===== src/hw/rstmr_pkg.sv =====
// rstmr_pkg: constants, register layout and carrier types of the reader frontend second timer.
// assumes: one 200 MHz system clock, APB register access with 32-bit data.
package rstmr_pkg;

    // apb widths; byte address = register index times four
    localparam int unsigned ADDR_W = 10;
    localparam int unsigned DATA_W = 32;
    localparam int unsigned IDX_W = 8;
    localparam int unsigned IDX_LSB = 2;
    localparam int unsigned BYTE_W = 8;
    localparam logic [IDX_LSB-1:0] ALIGN_OK = 2'h0;

    // register indices
    localparam logic [IDX_W-1:0] IDX_CONTROL = 8'h19;
    localparam logic [IDX_W-1:0] IDX_RELOAD_HIGH = 8'h1a;
    localparam logic [IDX_W-1:0] IDX_RELOAD_LOW = 8'h1b;
    localparam logic [IDX_W-1:0] IDX_COUNT_HIGH = 8'h1c;
    localparam logic [IDX_W-1:0] IDX_COUNT_LOW = 8'h1d;
    localparam logic [IDX_W-1:0] IDX_IRQ_STATUS = 8'h30;
    localparam logic [IDX_W-1:0] IDX_IRQ_CLEAR = 8'h31;
    localparam logic [IDX_W-1:0] IDX_IRQ_ENABLE = 8'h32;
    localparam logic [IDX_W-1:0] IDX_COMMAND = 8'h33;

    // interrupt and command bit positions
    localparam int unsigned IRQ_W = 2;
    localparam int unsigned IRQ_UNDERFLOW_BIT = 0;
    localparam int unsigned IRQ_RX_STOP_BIT = 1;
    localparam int unsigned CMD_START_BIT = 0;
    localparam int unsigned CMD_STOP_BIT = 1;

    // reset values
    localparam logic [BYTE_W-1:0] CTRL_RESET = 8'h00;
    localparam logic [BYTE_W-1:0] RELOAD_RESET = 8'h00;
    localparam logic [2*BYTE_W-1:0] COUNT_RESET = 16'h0000;
    localparam logic [2*BYTE_W-1:0] COUNT_ONE = 16'h0001;
    localparam logic [IRQ_W-1:0] IRQ_RESET = 2'h0;

    // 13.56 MHz divided by 64 gives the 212 kHz count clock
    localparam int unsigned SUB_DIV = 64;
    localparam int unsigned DIV_W = 6;
    localparam logic [DIV_W-1:0] SUB_DIV_LAST = DIV_W'(SUB_DIV - 1);
    localparam logic [DIV_W-1:0] DIV_RESET = 6'h00;
    localparam logic [DIV_W-1:0] DIV_STEP = 6'h01;

    // start-mode codes
    typedef enum logic [1:0] {
        START_NONE = 2'b00,
        START_TX_END = 2'b01,
        START_TRIM_NO_UF = 2'b10,
        START_TRIM_UF = 2'b11
    } rstmr_start_t;

    // count clock codes
    typedef enum logic [1:0] {
        CLK_RF = 2'b00,
        CLK_SUB = 2'b01,
        CLK_T0_UF = 2'b10,
        CLK_T1_UF = 2'b11
    } rstmr_clk_t;

    // run state, one-hot
    typedef enum logic [1:0] {
        TMR_IDLE = 2'b01,
        TMR_RUN = 2'b10
    } rstmr_run_t;

    // control byte layout, bit 7 down to bit 0
    typedef struct packed {
        logic stopOnReceive;
        logic reserved6;
        rstmr_start_t startMode;
        logic autoReloadRestart;
        logic reserved2;
        rstmr_clk_t countClockSelect;
    } rstmr_ctrl_t;

    // apb request and answer carriers
    typedef struct packed {
        logic psel;
        logic penable;
        logic pwrite;
        logic [ADDR_W-1:0] paddr;
        logic [DATA_W-1:0] pwdata;
    } rstmr_apb_req_t;

    typedef struct packed {
        logic [DATA_W-1:0] prdata;
        logic pready;
        logic pslverr;
    } rstmr_apb_rsp_t;

endpackage : rstmr_pkg


===== src/hw/rstmr_timer.sv =====
// rstmr_timer: second general 16-bit down-counting timer with apb registers and interrupt.
// assumes: apb master on sys_clk; txEnd, rxFirstBits and the underflow inputs are
// one-cycle pulses from logic on sys_clk; rfClkPin and lfoPin are asynchronous pins.
//
// Behaviour
// - stop-on-receive halts timer after four bits
// - stop-on-receive ignored in trimming modes
// - mode 00 no auto start, 01 on tx end
// - modes 10/11 trimming, start/stop on posedge
// - auto restart reloads and continues at zero, except in mode 10
// - without restart, stop and hold zero
// - underflow sets the interrupt flag except in mode 10
// - clock select: rf, 212k, timer underflows
// - each start loads the reload value
// - reload writes wait for next start or restart
// - live count readable as two bytes
//
// The APB register port was left to the implementer.
`timescale 1ns/1ps
module rstmr_timer (
    // clock and reset
    input wire logic sys_clk,
    input wire logic nrst,
    // apb slave
    input wire rstmr_pkg::rstmr_apb_req_t apbReq,
    output rstmr_pkg::rstmr_apb_rsp_t apbRsp,
    // pins
    input wire logic rfClkPin,
    input wire logic lfoPin,
    // frontend events
    input wire logic txEnd,
    input wire logic rxFirstBits,
    input wire logic timerZeroUnderflow,
    input wire logic timerOneUnderflow,
    // results
    output logic irq,
    output logic underflowPulse
);
    import rstmr_pkg::*;

    typedef struct packed {
        rstmr_ctrl_t ctrl;
        logic [BYTE_W-1:0] reloadHigh;
        logic [BYTE_W-1:0] reloadLow;
        logic [2*BYTE_W-1:0] count;
        rstmr_run_t run;
        logic [IRQ_W-1:0] status;
        logic [IRQ_W-1:0] irqEnable;
        logic irq;
        logic underflowPulse;
        rstmr_apb_rsp_t rsp;
    } rstmr_st_t;

    rstmr_st_t st;
    rstmr_st_t next_st;

    logic rfRise;
    logic lfoRise;
    logic tick;

    // bus decode, timer events and helpers
    logic setupPhase;
    logic accessPhase;
    logic writeOk;
    logic [IDX_W-1:0] index;
    logic aligned;
    logic [IRQ_W-1:0] clearMask;
    logic [IRQ_W-1:0] setMask;
    logic swStart;
    logic swStop;
    logic trimming;
    logic startEvent;
    logic stopEvent;
    logic rxHalt;
    logic cmdWrite;
    logic txStart;
    logic lfoStart;
    logic lfoStop;
    logic atBottom;
    logic silentEnd;
    logic [2*BYTE_W-1:0] reloadValue;
    logic [DATA_W-1:0] readData;
    logic readErr;

    // rf carrier pin: its rising edges drive the rf and 212 kHz count clock sources
    // only edges matter, so the level outputs stay open
    rstmr_sync u_rf_sync (
        .sys_clk(sys_clk),
        .nrst(nrst),
        .pinIn(rfClkPin),
        .level(),
        .rise(rfRise)
    );

    // oscillator-trimming reference pin
    // rising edges start and stop the trimming count
    rstmr_sync u_lfo_sync (
        .sys_clk(sys_clk),
        .nrst(nrst),
        .pinIn(lfoPin),
        .level(),
        .rise(lfoRise)
    );

    // count clock selection and 212 kHz divider
    // a tick lags its source by one cycle, the count by two
    rstmr_tick u_tick (
        .sys_clk(sys_clk),
        .nrst(nrst),
        .rfRise(rfRise),
        .timerZeroUnderflow(timerZeroUnderflow),
        .timerOneUnderflow(timerOneUnderflow),
        .countClockSelect(st.ctrl.countClockSelect),
        .tick(tick)
    );

    // apb phase decode; pready is held high so every access ends in its first cycle
    // no wait states once running: pready is low only until the first edge after reset
    always_comb
    begin
        setupPhase = apbReq.psel && !apbReq.penable;
        accessPhase = apbReq.psel && apbReq.penable && st.rsp.pready;
        writeOk = accessPhase && apbReq.pwrite && !st.rsp.pslverr;
        index = apbReq.paddr[ADDR_W-1:IDX_LSB];
        aligned = (apbReq.paddr[IDX_LSB-1:0] == ALIGN_OK);
    end

    // register read mux; a refused access reads zero so no byte leaks out
    always_comb
    begin
        readData = '0;
        readErr = !aligned;
        if (aligned)
        begin
            case (index)
                IDX_CONTROL: readData[BYTE_W-1:0] = st.ctrl;
                IDX_RELOAD_HIGH: readData[BYTE_W-1:0] = st.reloadHigh;
                IDX_RELOAD_LOW: readData[BYTE_W-1:0] = st.reloadLow;
                // live bytes, not latched: high then low can tear while counting
                IDX_COUNT_HIGH: readData[BYTE_W-1:0] = st.count[2*BYTE_W-1:BYTE_W];
                IDX_COUNT_LOW: readData[BYTE_W-1:0] = st.count[BYTE_W-1:0];
                IDX_IRQ_STATUS: readData[IRQ_W-1:0] = st.status;
                IDX_IRQ_ENABLE: readData[IRQ_W-1:0] = st.irqEnable;
                // clear and command are write-only and read as zero
                IDX_IRQ_CLEAR: readData = '0;
                IDX_COMMAND: readData = '0;
                default: readErr = 1'b1;
            endcase
        end
    end

    // timer event decode from the current control byte
    always_comb
    begin
        trimming = st.ctrl.startMode[1];
        cmdWrite = writeOk && (index == IDX_COMMAND);
        swStart = cmdWrite && apbReq.pwdata[CMD_START_BIT];
        swStop = cmdWrite && apbReq.pwdata[CMD_STOP_BIT];
        // trimming modes mask the receive stop
        // a halt keeps the count and records the cause in status
        rxHalt = !trimming && st.ctrl.stopOnReceive && rxFirstBits && (st.run == TMR_RUN);
        // the reference edge toggles the run state in both trimming modes
        lfoStart = trimming && lfoRise && (st.run == TMR_IDLE);
        lfoStop = trimming && lfoRise && (st.run == TMR_RUN);
        // mode 00 starts only by command, 01 on end of transmission
        txStart = (st.ctrl.startMode == START_TX_END) && txEnd;
        startEvent = swStart || txStart || lfoStart;
        stopEvent = swStop || rxHalt || lfoStop;
        // value a start or restart loads; a mid-count reload write waits here
        reloadValue = {st.reloadHigh, st.reloadLow};
        // last tick of a count; a reload of zero ends on its first tick
        atBottom = (st.count <= COUNT_ONE);
        silentEnd = (st.ctrl.startMode == START_TRIM_NO_UF);
    end

    // next state: bus, then timer, then interrupt
    always_comb
    begin
        next_st = st;
        // pulses drop by default; pready rises after reset and stays
        next_st.underflowPulse = 1'b0;
        next_st.rsp.pready = 1'b1;
        clearMask = '0;
        setMask = '0;

        // read data and error are registered in the setup cycle
        if (setupPhase)
        begin
            // so they stand through the whole access cycle
            next_st.rsp.prdata = readData;
            next_st.rsp.pslverr = readErr;
        end

        // writes take effect in the access cycle only
        if (writeOk)
        begin
            case (index)
                // reserved bits are forced to zero on every write
                IDX_CONTROL:
                begin
                    next_st.ctrl = apbReq.pwdata[BYTE_W-1:0];
                    next_st.ctrl.reserved6 = 1'b0;
                    next_st.ctrl.reserved2 = 1'b0;
                end
                // only the stored bytes change; the count is untouched until a start or restart
                IDX_RELOAD_HIGH: next_st.reloadHigh = apbReq.pwdata[BYTE_W-1:0];
                IDX_RELOAD_LOW: next_st.reloadLow = apbReq.pwdata[BYTE_W-1:0];
                IDX_IRQ_CLEAR: clearMask = apbReq.pwdata[IRQ_W-1:0];
                IDX_IRQ_ENABLE: next_st.irqEnable = apbReq.pwdata[IRQ_W-1:0];
                // count, status and command: nothing stored here
                default: next_st.irqEnable = next_st.irqEnable;
            endcase
        end

        // start wins over stop; a stop holds the count where it is
        if (startEvent)
        begin
            next_st.count = reloadValue;
            next_st.run = TMR_RUN;
        end
        else if (stopEvent)
        begin
            // a stop keeps the count where it halted
            next_st.run = TMR_IDLE;
            if (rxHalt)
                setMask[IRQ_RX_STOP_BIT] = 1'b1;
        end
        else
        begin
            case (st.run)
                TMR_RUN:
                begin
                    if (tick)
                    begin
                        // a reload of zero also ends on the first tick, with an underflow outside mode 10
                        if (atBottom)
                        begin
                            if (silentEnd)
                            begin
                                // trimming without underflow just ends at zero
                                next_st.count = COUNT_RESET;
                                next_st.run = TMR_IDLE;
                            end
                            else
                            begin
                                setMask[IRQ_UNDERFLOW_BIT] = 1'b1;
                                next_st.underflowPulse = 1'b1;
                                // restart reloads and runs on
                                if (st.ctrl.autoReloadRestart)
                                    next_st.count = reloadValue;
                                else
                                begin
                                    // one-shot holds zero until the next start
                                    next_st.count = COUNT_RESET;
                                    next_st.run = TMR_IDLE;
                                end
                            end
                        end
                        // ordinary tick: one step down
                        else
                            next_st.count = st.count - COUNT_ONE;
                    end
                end
                // ticks are ignored while idle
                TMR_IDLE: next_st.run = TMR_IDLE;
                default: next_st.run = TMR_IDLE;
            endcase
        end

        // sticky flags: a set in the same cycle as its clear survives
        next_st.status = (st.status & ~clearMask) | setMask;
        // irq follows the new status, so it rises with the flag
        next_st.irq = |(next_st.status & next_st.irqEnable);
    end

    // state register
    always_ff @(posedge sys_clk or negedge nrst)
    begin
        if (!nrst)
        begin
            // pready stays low until the first edge after release
            st.ctrl <= CTRL_RESET;
            st.reloadHigh <= RELOAD_RESET;
            st.reloadLow <= RELOAD_RESET;
            st.count <= COUNT_RESET;
            st.run <= TMR_IDLE;
            st.status <= IRQ_RESET;
            st.irqEnable <= IRQ_RESET;
            st.irq <= 1'b0;
            st.underflowPulse <= 1'b0;
            st.rsp <= '0;
        end
        else
            st <= next_st;
    end

    // outputs straight from the state register
    assign apbRsp = st.rsp;
    assign irq = st.irq;
    assign underflowPulse = st.underflowPulse;
endmodule : rstmr_timer


===== src/hw/rstmr_sync.sv =====
// rstmr_sync: three-stage synchroniser for one pin level, with a rising-edge pulse.
// assumes: the pin is asynchronous to sys_clk and slower than half its rate.
`timescale 1ns/1ps
module rstmr_sync (
    // clock and reset
    input wire logic sys_clk,
    input wire logic nrst,
    // pin side
    input wire logic pinIn,
    // synchronous side
    output logic level,
    output logic rise
);
    import rstmr_pkg::*;

    typedef struct packed {
        logic ff1;
        logic ff2;
        logic ff3;
        logic level;
        logic rise;
    } rstmr_sync_st_t;

    rstmr_sync_st_t st;
    rstmr_sync_st_t next_st;

    // a change counts only once stages two and three agree; ff1 feeds ff2 alone
    always_comb
    begin
        next_st = st;
        next_st.ff1 = pinIn;
        next_st.ff2 = st.ff1;
        next_st.ff3 = st.ff2;
        next_st.rise = 1'b0;
        if (st.ff2 == st.ff3)
        begin
            next_st.level = st.ff3;
            next_st.rise = st.ff3 && !st.level;
        end
    end

    // state register
    always_ff @(posedge sys_clk or negedge nrst)
    begin
        if (!nrst)
            st <= '0;
        else
            st <= next_st;
    end

    assign level = st.level;
    assign rise = st.rise;
endmodule : rstmr_sync


===== src/hw/rstmr_tick.sv =====
// rstmr_tick: picks the count clock and turns it into one-cycle ticks.
// assumes: rfRise marks each 13.56 MHz edge; underflow inputs are sys_clk pulses.
`timescale 1ns/1ps
module rstmr_tick (
    // clock and reset
    input wire logic sys_clk,
    input wire logic nrst,
    // tick sources
    input wire logic rfRise,
    input wire logic timerZeroUnderflow,
    input wire logic timerOneUnderflow,
    input wire rstmr_pkg::rstmr_clk_t countClockSelect,
    // selected tick
    output logic tick
);
    import rstmr_pkg::*;

    typedef struct packed {
        logic [DIV_W-1:0] div;
        logic tick;
    } rstmr_tick_st_t;

    rstmr_tick_st_t st;
    rstmr_tick_st_t next_st;
    logic subTick;

    // divider runs always so the 212 kHz phase does not depend on the select
    always_comb
    begin
        next_st = st;
        subTick = 1'b0;
        if (rfRise)
        begin
            if (st.div == SUB_DIV_LAST)
            begin
                next_st.div = DIV_RESET;
                subTick = 1'b1;
            end
            else
                next_st.div = st.div + DIV_STEP;
        end
        case (countClockSelect)
            CLK_RF: next_st.tick = rfRise;
            CLK_SUB: next_st.tick = subTick;
            CLK_T0_UF: next_st.tick = timerZeroUnderflow;
            CLK_T1_UF: next_st.tick = timerOneUnderflow;
            default: next_st.tick = 1'b0;
        endcase
    end

    // state register
    always_ff @(posedge sys_clk or negedge nrst)
    begin
        if (!nrst)
            st <= '0;
        else
            st <= next_st;
    end

    assign tick = st.tick;
endmodule : rstmr_tick


===== config.mk =====
export PLATFORM = sky130hd
export DESIGN_NAME = rstmr_timer
export DESIGN_NICKNAME = d
export VERILOG_FILES = /design/src/hw/rstmr_pkg.sv /design/src/hw/rstmr_timer.sv /design/src/hw/rstmr_sync.sv /design/src/hw/rstmr_tick.sv
export SDC_FILE = /design/constraint.sdc
export NUM_CORES = 1
export LEC_CHECK = 0
export BUFFER_PORTS_ARGS = -buffer_cell sky130_fd_sc_hd__buf_2
export CAP_MARGIN = 0
export CORE_UTILIZATION = 45
export CTS_CLUSTER_SIZE = 25
export DETAILED_ROUTE_END_ITERATION = 7
export PLACE_DENSITY_LB_ADDON = 0.25
export SLEW_MARGIN = 40
export SYNTH_ARGS = -nofsm -noshare
export SYNTH_HDL_FRONTEND = slang
export SYNTH_SLANG_ARGS = --single-unit

===== constraint.sdc =====
create_clock -name sys_clk -period 2.8 [get_ports sys_clk]
set_input_delay 0.56 -clock sys_clk [delete_from_list [all_inputs] [get_ports sys_clk]]
set_output_delay 0.56 -clock sys_clk [all_outputs]
set_load 0.02 [all_outputs]

; ---- Yosys cells after proc, flatten, opt, wreduce, memory -nomap -nowiden
; Index checks and enable logic that the tools add are counted.
[classes]
eq_ne = 23
bitwise_logic = 4
n_div = 0
addsub = 2
multipliers = 0
n_reduce_logical = 38
n_shift = 0
muxes = 35
magnitude_cmp = 1
[ops]
columns = operator, n
row1 = 2-to-1 mux 16 bit, 4
row2 = 2-to-1 mux 18 bit, 3
row3 = "equality test 8 x 5 -> 1 bit, second input constant", 5
row4 = "equality test 8 x 6 -> 1 bit, second input constant", 4
row5 = case mux 6 bit (5 select lines), 1
row6 = 2-to-1 mux 2 bit, 9
row7 = logical AND 1 bit, 17
row8 = "less-or-equal comparator 16 x 1 -> 1 bit, second input constant", 1
row9 = "subtractor 16 x 1 -> 16 bit, second input constant", 1
row10 = 2-to-1 mux 1 bit, 14
row11 = case mux 2 bit (7 select lines), 1
row12 = OR reduction 9 bit, 1
row13 = "equality test 2 bit, second input constant", 4
row14 = 2-to-1 mux 8 bit, 1
row15 = "adder 6 x 1 -> 6 bit, second input constant", 1
row16 = "equality test 2 x 1 -> 1 bit, second input constant", 3
row17 = "equality test 6 bit, second input constant", 1
row18 = logical NOT 1 bit, 6
row19 = 2-to-1 mux 6 bit, 1
row20 = AND reduction 2 bit, 3
row21 = AND reduction 3 bit, 2
row22 = "inequality test 5 bit, second input constant", 1
row23 = AND 2 bit, 2
row24 = logical NOT 2 bit, 2
row25 = other kinds (10), 15
[word_totals]
memories = 0
input_bits = 53
latchBits = 0
ram_bits = 0
romBits = 0
wordCells = 130
output_inout_bits = 36
regBits = 97

; ---- Depth between registers and ports, before layout
[logic_depth]
ltp_word = 13
ltp_mapped = 9

; ---- Hierarchy
; A second synthesis with hierarchy kept.
[unflattened]
hier_cells = 409
area_unflattened_um2 = 4346.7
[by_module_without_submodules]
columns = mod, cells_per_inst, area_per_inst_um2, instances, seq_area_each_um2
row1 = rstmr_timer, 362, 3703.6, 1, 1402.6
row2 = rstmr_tick, 33, 350.3, 1, 175.2
row3 = rstmr_sync, 7, 146.4, 2, 125.1

; ---- Worst setup path before layout
; No wires, ideal clock.
[synth_timing]
path_kind = input port to flip-flop
from = input port apbReq[36] (netlist bit)
to = register st[42] (netlist bit)
arrival_time_ps = 2245
slack_ps = 432
setup_ps = 124
path_stages = 8
path_buffers = 2
required_time_ps = 2676
path_cell_list = clkbuf_1 -> nor3b_1 -> nand4_1 -> o31a_1 -> and2_4 -> buf_6 -> a221o_1 -> a21boi_1
[synth_between]
elab_chain_len = 7
[synth_rtl]
columns = item, line_no
row1 = "start, declared", rstmr_timer.sv:25  ; input wire rstmr_pkg::rstmr_apb_req_t apbReq,
row2 = equality test 8 x 6 -> 1 bit (*), rstmr_timer.sv:156  ; cmdWrite = writeOk && (index == IDX_COMMAND);
row3 = logical AND 1 bit (*), rstmr_timer.sv:156
row4 = "logical AND 1 bit, on equally long branches", "rstmr_timer.sv:157, rstmr_timer.sv:158"
row5 = "logical OR 1 bit, on equally long branches (2 in a row)", "rstmr_timer.sv:167, rstmr_timer.sv:168"
row6 = inequality test 2 bit (no source line) / nonzero test 2 bit (equally long branches), -
row7 = AND reduction 3 bit (no source line), -
row8 = "end signal, assigned", rstmr_timer.sv:294  ; st <= next_st;
row9 = "end, declared", rstmr_timer.sv:54  ; rstmr_st_t st;
; Every way passes the cells marked *; elsewhere a longest branch is shown, timed or not.
; A chain may end at the register's enable or synchronous reset.

; ---- Worst setup path after layout
[layout_timing]
from = register st[51] (netlist bit)
to = register st[53] (netlist bit)
[layout_between]
elab_chain_len = 6
[layout_rtl]
columns = item, line_no
row1 = subtractor 16 x 1 -> 16 bit / less-or-equal comparator 16 x 1 -> 1 bit (equally long branches), "rstmr_timer.sv:261, rstmr_timer.sv:172"
row2 = 2-to-1 mux 16 bit (*), rstmr_timer.sv:236  ; if (atBottom)
row3 = 2-to-1 mux 18 bit (*), rstmr_timer.sv:233  ; if (tick)
row4 = 2-to-1 mux 16 bit (*), rstmr_timer.sv:230  ; case (st.run)
row5 = 2-to-1 mux 16 bit (*), rstmr_timer.sv:221  ; else if (stopEvent)
row6 = 2-to-1 mux 18 bit (*), rstmr_timer.sv:216  ; if (startEvent)
; Every way passes the cells marked *; elsewhere a longest branch is shown, timed or not. The select of a mux whose other input is x is not followed.

==> flow_summary.ini <==
[logic_synthesis]
yosys_register_bits = 73
syn_inst = 389
synth_edf_count = 0
async_reset_ff_frac = 1.00
ys.flop_type = dfrtp_1
synth.distinct_cells = 59
avgSynthCellArea_um2 = 10.3
seq_area_frac_synth = 0.457
synth_area_mm2 = 0.00400
yosysWarnings = 0

[final_layout]
post-route-cell-area_mm2 = 0.00440
fill_cells = 805
diodes = 0
drive_above_1_share = 0.249
fin_util = 0.506
area_delta_synth_final_pct = 9.95
num-nets-final = 484
final_cells = 541

[hold_path]
hp-class = primary input to asynchronous set/reset pin

[worst_setup_path]
crit_arrival_ps = 2660
worst_setup_path_end_kind = flip-flop
rr_worst_depth = 6
rrSetupSlack_ps = 370
slowest_delay_ps = 560
crit_fanout = 8
path_delay_family = simple AND/OR/NAND/NOR gates
worstPathRequired_ps = 3030
crit_slowest_cell = or4_4
r2r-end = st[53]
cp.buffers_inverters = 0
path_cells = or4_4 -> nor4_4 -> nand2_4 -> o31ai_1 -> nand2_1 -> o311ai_0
timing.rr.start = st[51]
cp-start-kind = flip-flop
setup.worst_path.class = flip-flop to flip-flop

[clocking]
cts_tree = done
cts_setup_buffers = 0
post_cts_resized = 0
htreeDepth = 3
clkLatencyLatePin_ps = 360
path_clk_slew_ps = 90
cts_hold_buf = 0
cts_buffers = 9
cts_root_buf = clkbuf_8
cts_sinks = 73
max-clock-path-buffers = 2

[floorplanning]
dieArea_mm2 = 0.00926
die_w_um = 96.3
io_pins = 89
core_mm2 = 0.00868
die_y_um = 96.3
rows = 34
start_util = 0.461

[drt]
drc = 0
wl_per_cell_um = 16.4
firstDrtPassIters = 4
dr_total_vias = 3042
drtIter0Drc = 159
viasPerCell = 5.62
drt-total-wl_um = 8860
ant_nets = 0

[power_and_ir_drop]
total_leakage_power_nw = 2.06
power.density_mw_per_mm2 = 492
ir_drop_v = 0.000282

[outcome]
status = complete, no violations

[timing]
maxSlewHeadroom = 0.626
fin_crit_sh = 0.869
holdWs_ps = 131
drv_slew = 0
fmax_ghz = 0.411
grt_setup_unrepaired = no
post-route-min-period_ps = 2430
finalSetupViolations = 0
skew_ps = 15.9
worstMarginPinSlew_ps = 560
hold_viol = 0
fin_tns_setup_ps = 0

[job]
maxCapViolCount = 0

[global_routing]
gr-usage-all-layers = 0.212
grt_pass1_wl_um = 14600
antenna_found_initial = 0
use_met1 = 0.300
grt_max_degree = 35
grt_pass1_vias = 2858
use_met3 = 0.0292
busiest_layer = met2
grt.overflow.total = 0
use_met2 = 0.327

[place]
dp.cells = 525
hpwlAfterDp_um = 6520
io_buffers = 40
place_congestion = 0.884
place_area_mm2 = 0.00419
-- cells in the final DEF, fill, tap and decap left out, types with 4 or more instances in the layout --
| cell | netlist | layout |
|---|---|---|
| o21a_1 | 4 | 4 |
| mux2_2 | 31 | 31 |
| nor4_1 | 5 | 5 |
| o2bb2ai_1 | 5 | 5 |
| nand2b_1 | 6 | 6 |
| mux2i_1 | 8 | 8 |
| nand2_1 | 33 | 33 |
| o22ai_1 | 6 | 6 |
| inv_1 | 9 | 9 |
| buf_4 | 34 | 13 |
| a22oi_1 | 11 | 11 |
| nand3_1 | 9 | 9 |
| nor2b_1 | 5 | 5 |
| buf_2 | 4 | 39 |
| conb_1 | 2 | 25 |
| clkbuf_8 | 0 | 9 |
| a21oi_1 | 7 | 7 |
| a22o_1 | 9 | 9 |
| xnor2_1 | 5 | 5 |
| dfrtp_1 | 72 | 72 |
| and2_1 | 6 | 6 |
| a32oi_1 | 5 | 5 |
| or3_1 | 4 | 4 |
| nor2_1 | 23 | 23 |
| o21ai_0 | 18 | 18 |
| nor3_1 | 6 | 6 |
-- synth_stat cells (2+ instances only) --
master | instances | area, µm²
a211o_1 | 2 | 17.5
a21oi_1 | 7 | 35.0
a221oi_1 | 2 | 17.5
a22o_1 | 9 | 78.8
a22oi_1 | 11 | 82.6
a31oi_1 | 3 | 18.8
a32oi_1 | 5 | 43.8
and2_1 | 6 | 37.5
and3_1 | 2 | 12.5
and3b_1 | 2 | 17.5
and4b_1 | 2 | 20.0
buf_2 | 4 | 20.0
buf_4 | 34 | 255
clkbuf_1 | 7 | 26.3
conb_1 | 2 | 7.51
dfrtp_1 | 72 | 1800
ha_1 | 3 | 37.5
inv_1 | 9 | 33.8
maj3_1 | 2 | 20.0
mux2_2 | 31 | 349
mux2i_1 | 8 | 80.1
nand2_1 | 33 | 124
nand2b_1 | 6 | 37.5
nand3_1 | 9 | 45.0
nand4_1 | 2 | 12.5
nor2_1 | 23 | 86.3
nor2_2 | 2 | 12.5
nor2b_1 | 5 | 31.3
nor3_1 | 6 | 30.0
nor3b_1 | 3 | 22.5
nor4_1 | 5 | 31.3
o211ai_1 | 3 | 22.5
o21a_1 | 4 | 30.0
o21ai_0 | 18 | 90.1
o22ai_1 | 6 | 37.5
o2bb2ai_1 | 5 | 43.8
o311ai_0 | 2 | 17.5
o31ai_1 | 3 | 22.5
or3_1 | 4 | 25.0
or4_1 | 3 | 22.5
or4_4 | 2 | 22.5
xnor2_1 | 5 | 43.8
-- cell families (layout without fill, tap and decap cells) --
family                   count (synthesis)  after routing  synth area share
XOR/XNOR                                 5              5            0.0110
AO/OA/AOI/OAI                           89             89             0.159
AND/OR/NAND/NOR                        120            120             0.162
other                                    2             25           0.00188
adder cells (fa/ha/maj)                  5              5            0.0144
buffers and inverters                   56             77            0.0876
flip-flops                              73             73             0.457
multiplexers                            39             39             0.107
-- flip-flops by register name (all words and copies together), names as in the netlist --
register            cells
u_tick.st               6
st                     28
u_rf_sync.rise          1
u_lfo_sync.rise         1
u_lfo_sync.st           1
underflowPulse          1
reloadValue            16
u_lfo_sync.level        1
u_rf_sync.st            1
u_rf_sync.next_st       2
u_rf_sync.level         1
irq                     1
apbRsp                 10
u_tick.tick             1
u_lfo_sync.next_st      2
-- power by group --
part           internal, W  leakage, nW  switching (W)
Combinational    0.0000640        0.987       0.000115
Sequential         0.00109        0.973      0.0000369
Clock             0.000419       0.0966       0.000432
Total              0.00158         2.06       0.000583
-- through the flow --
| stage | power (W) | setup slack (ps) |
|---|---|---|
| 2_1_floorplan | 0.00128 | 432 |
| 3_3_place_gp | 0.00132 | 242 |
| 3_5_place_dp | 0.00133 | 236 |
| 4_1_cts | 0.00218 | 381 |
| 5_1_grt | 0.00226 | 222 |
| 6_report | 0.00216 | 366 |
-- worst max-delay path by stage --
stage	start	endpoint	slack, ps	cells after the start
2_1_floorplan	apbReq[36]	st[42]	430	8
3_3_place_gp	apbReq[36]	st[42]	240	7
3_5_place_dp	apbReq[36]	st[42]	240	7
4_1_cts	st[53]	st[53]	380	6
5_1_grt	st[42]	st[56]	220	8
6_report	st[51]	st[53]	370	6
-- per-layer routing --
metal,up-vias,part of all wire
met5,-,0
met4,0,0.0095
met3,7,0.059
met2,98,0.46
met1,1489,0.47
li1,1448,-
-- layout make-up --
cell class / count / area [µm²] / area share
Clock inverter: 7 / 76.3 / 0.0174
Tap cell: 108 / 135 / 0.0307
Clock buffer: 9 / 124 / 0.0282
Multi-Input combinational cell: 283 / 1910 / 0.434
Timing Repair Buffer: 52 / 293 / 0.0666
Inverter: 9 / 33.8 / 0.00769
Sequential cell: 73 / 1830 / 0.416
Power figures use the tool's default switching activity.
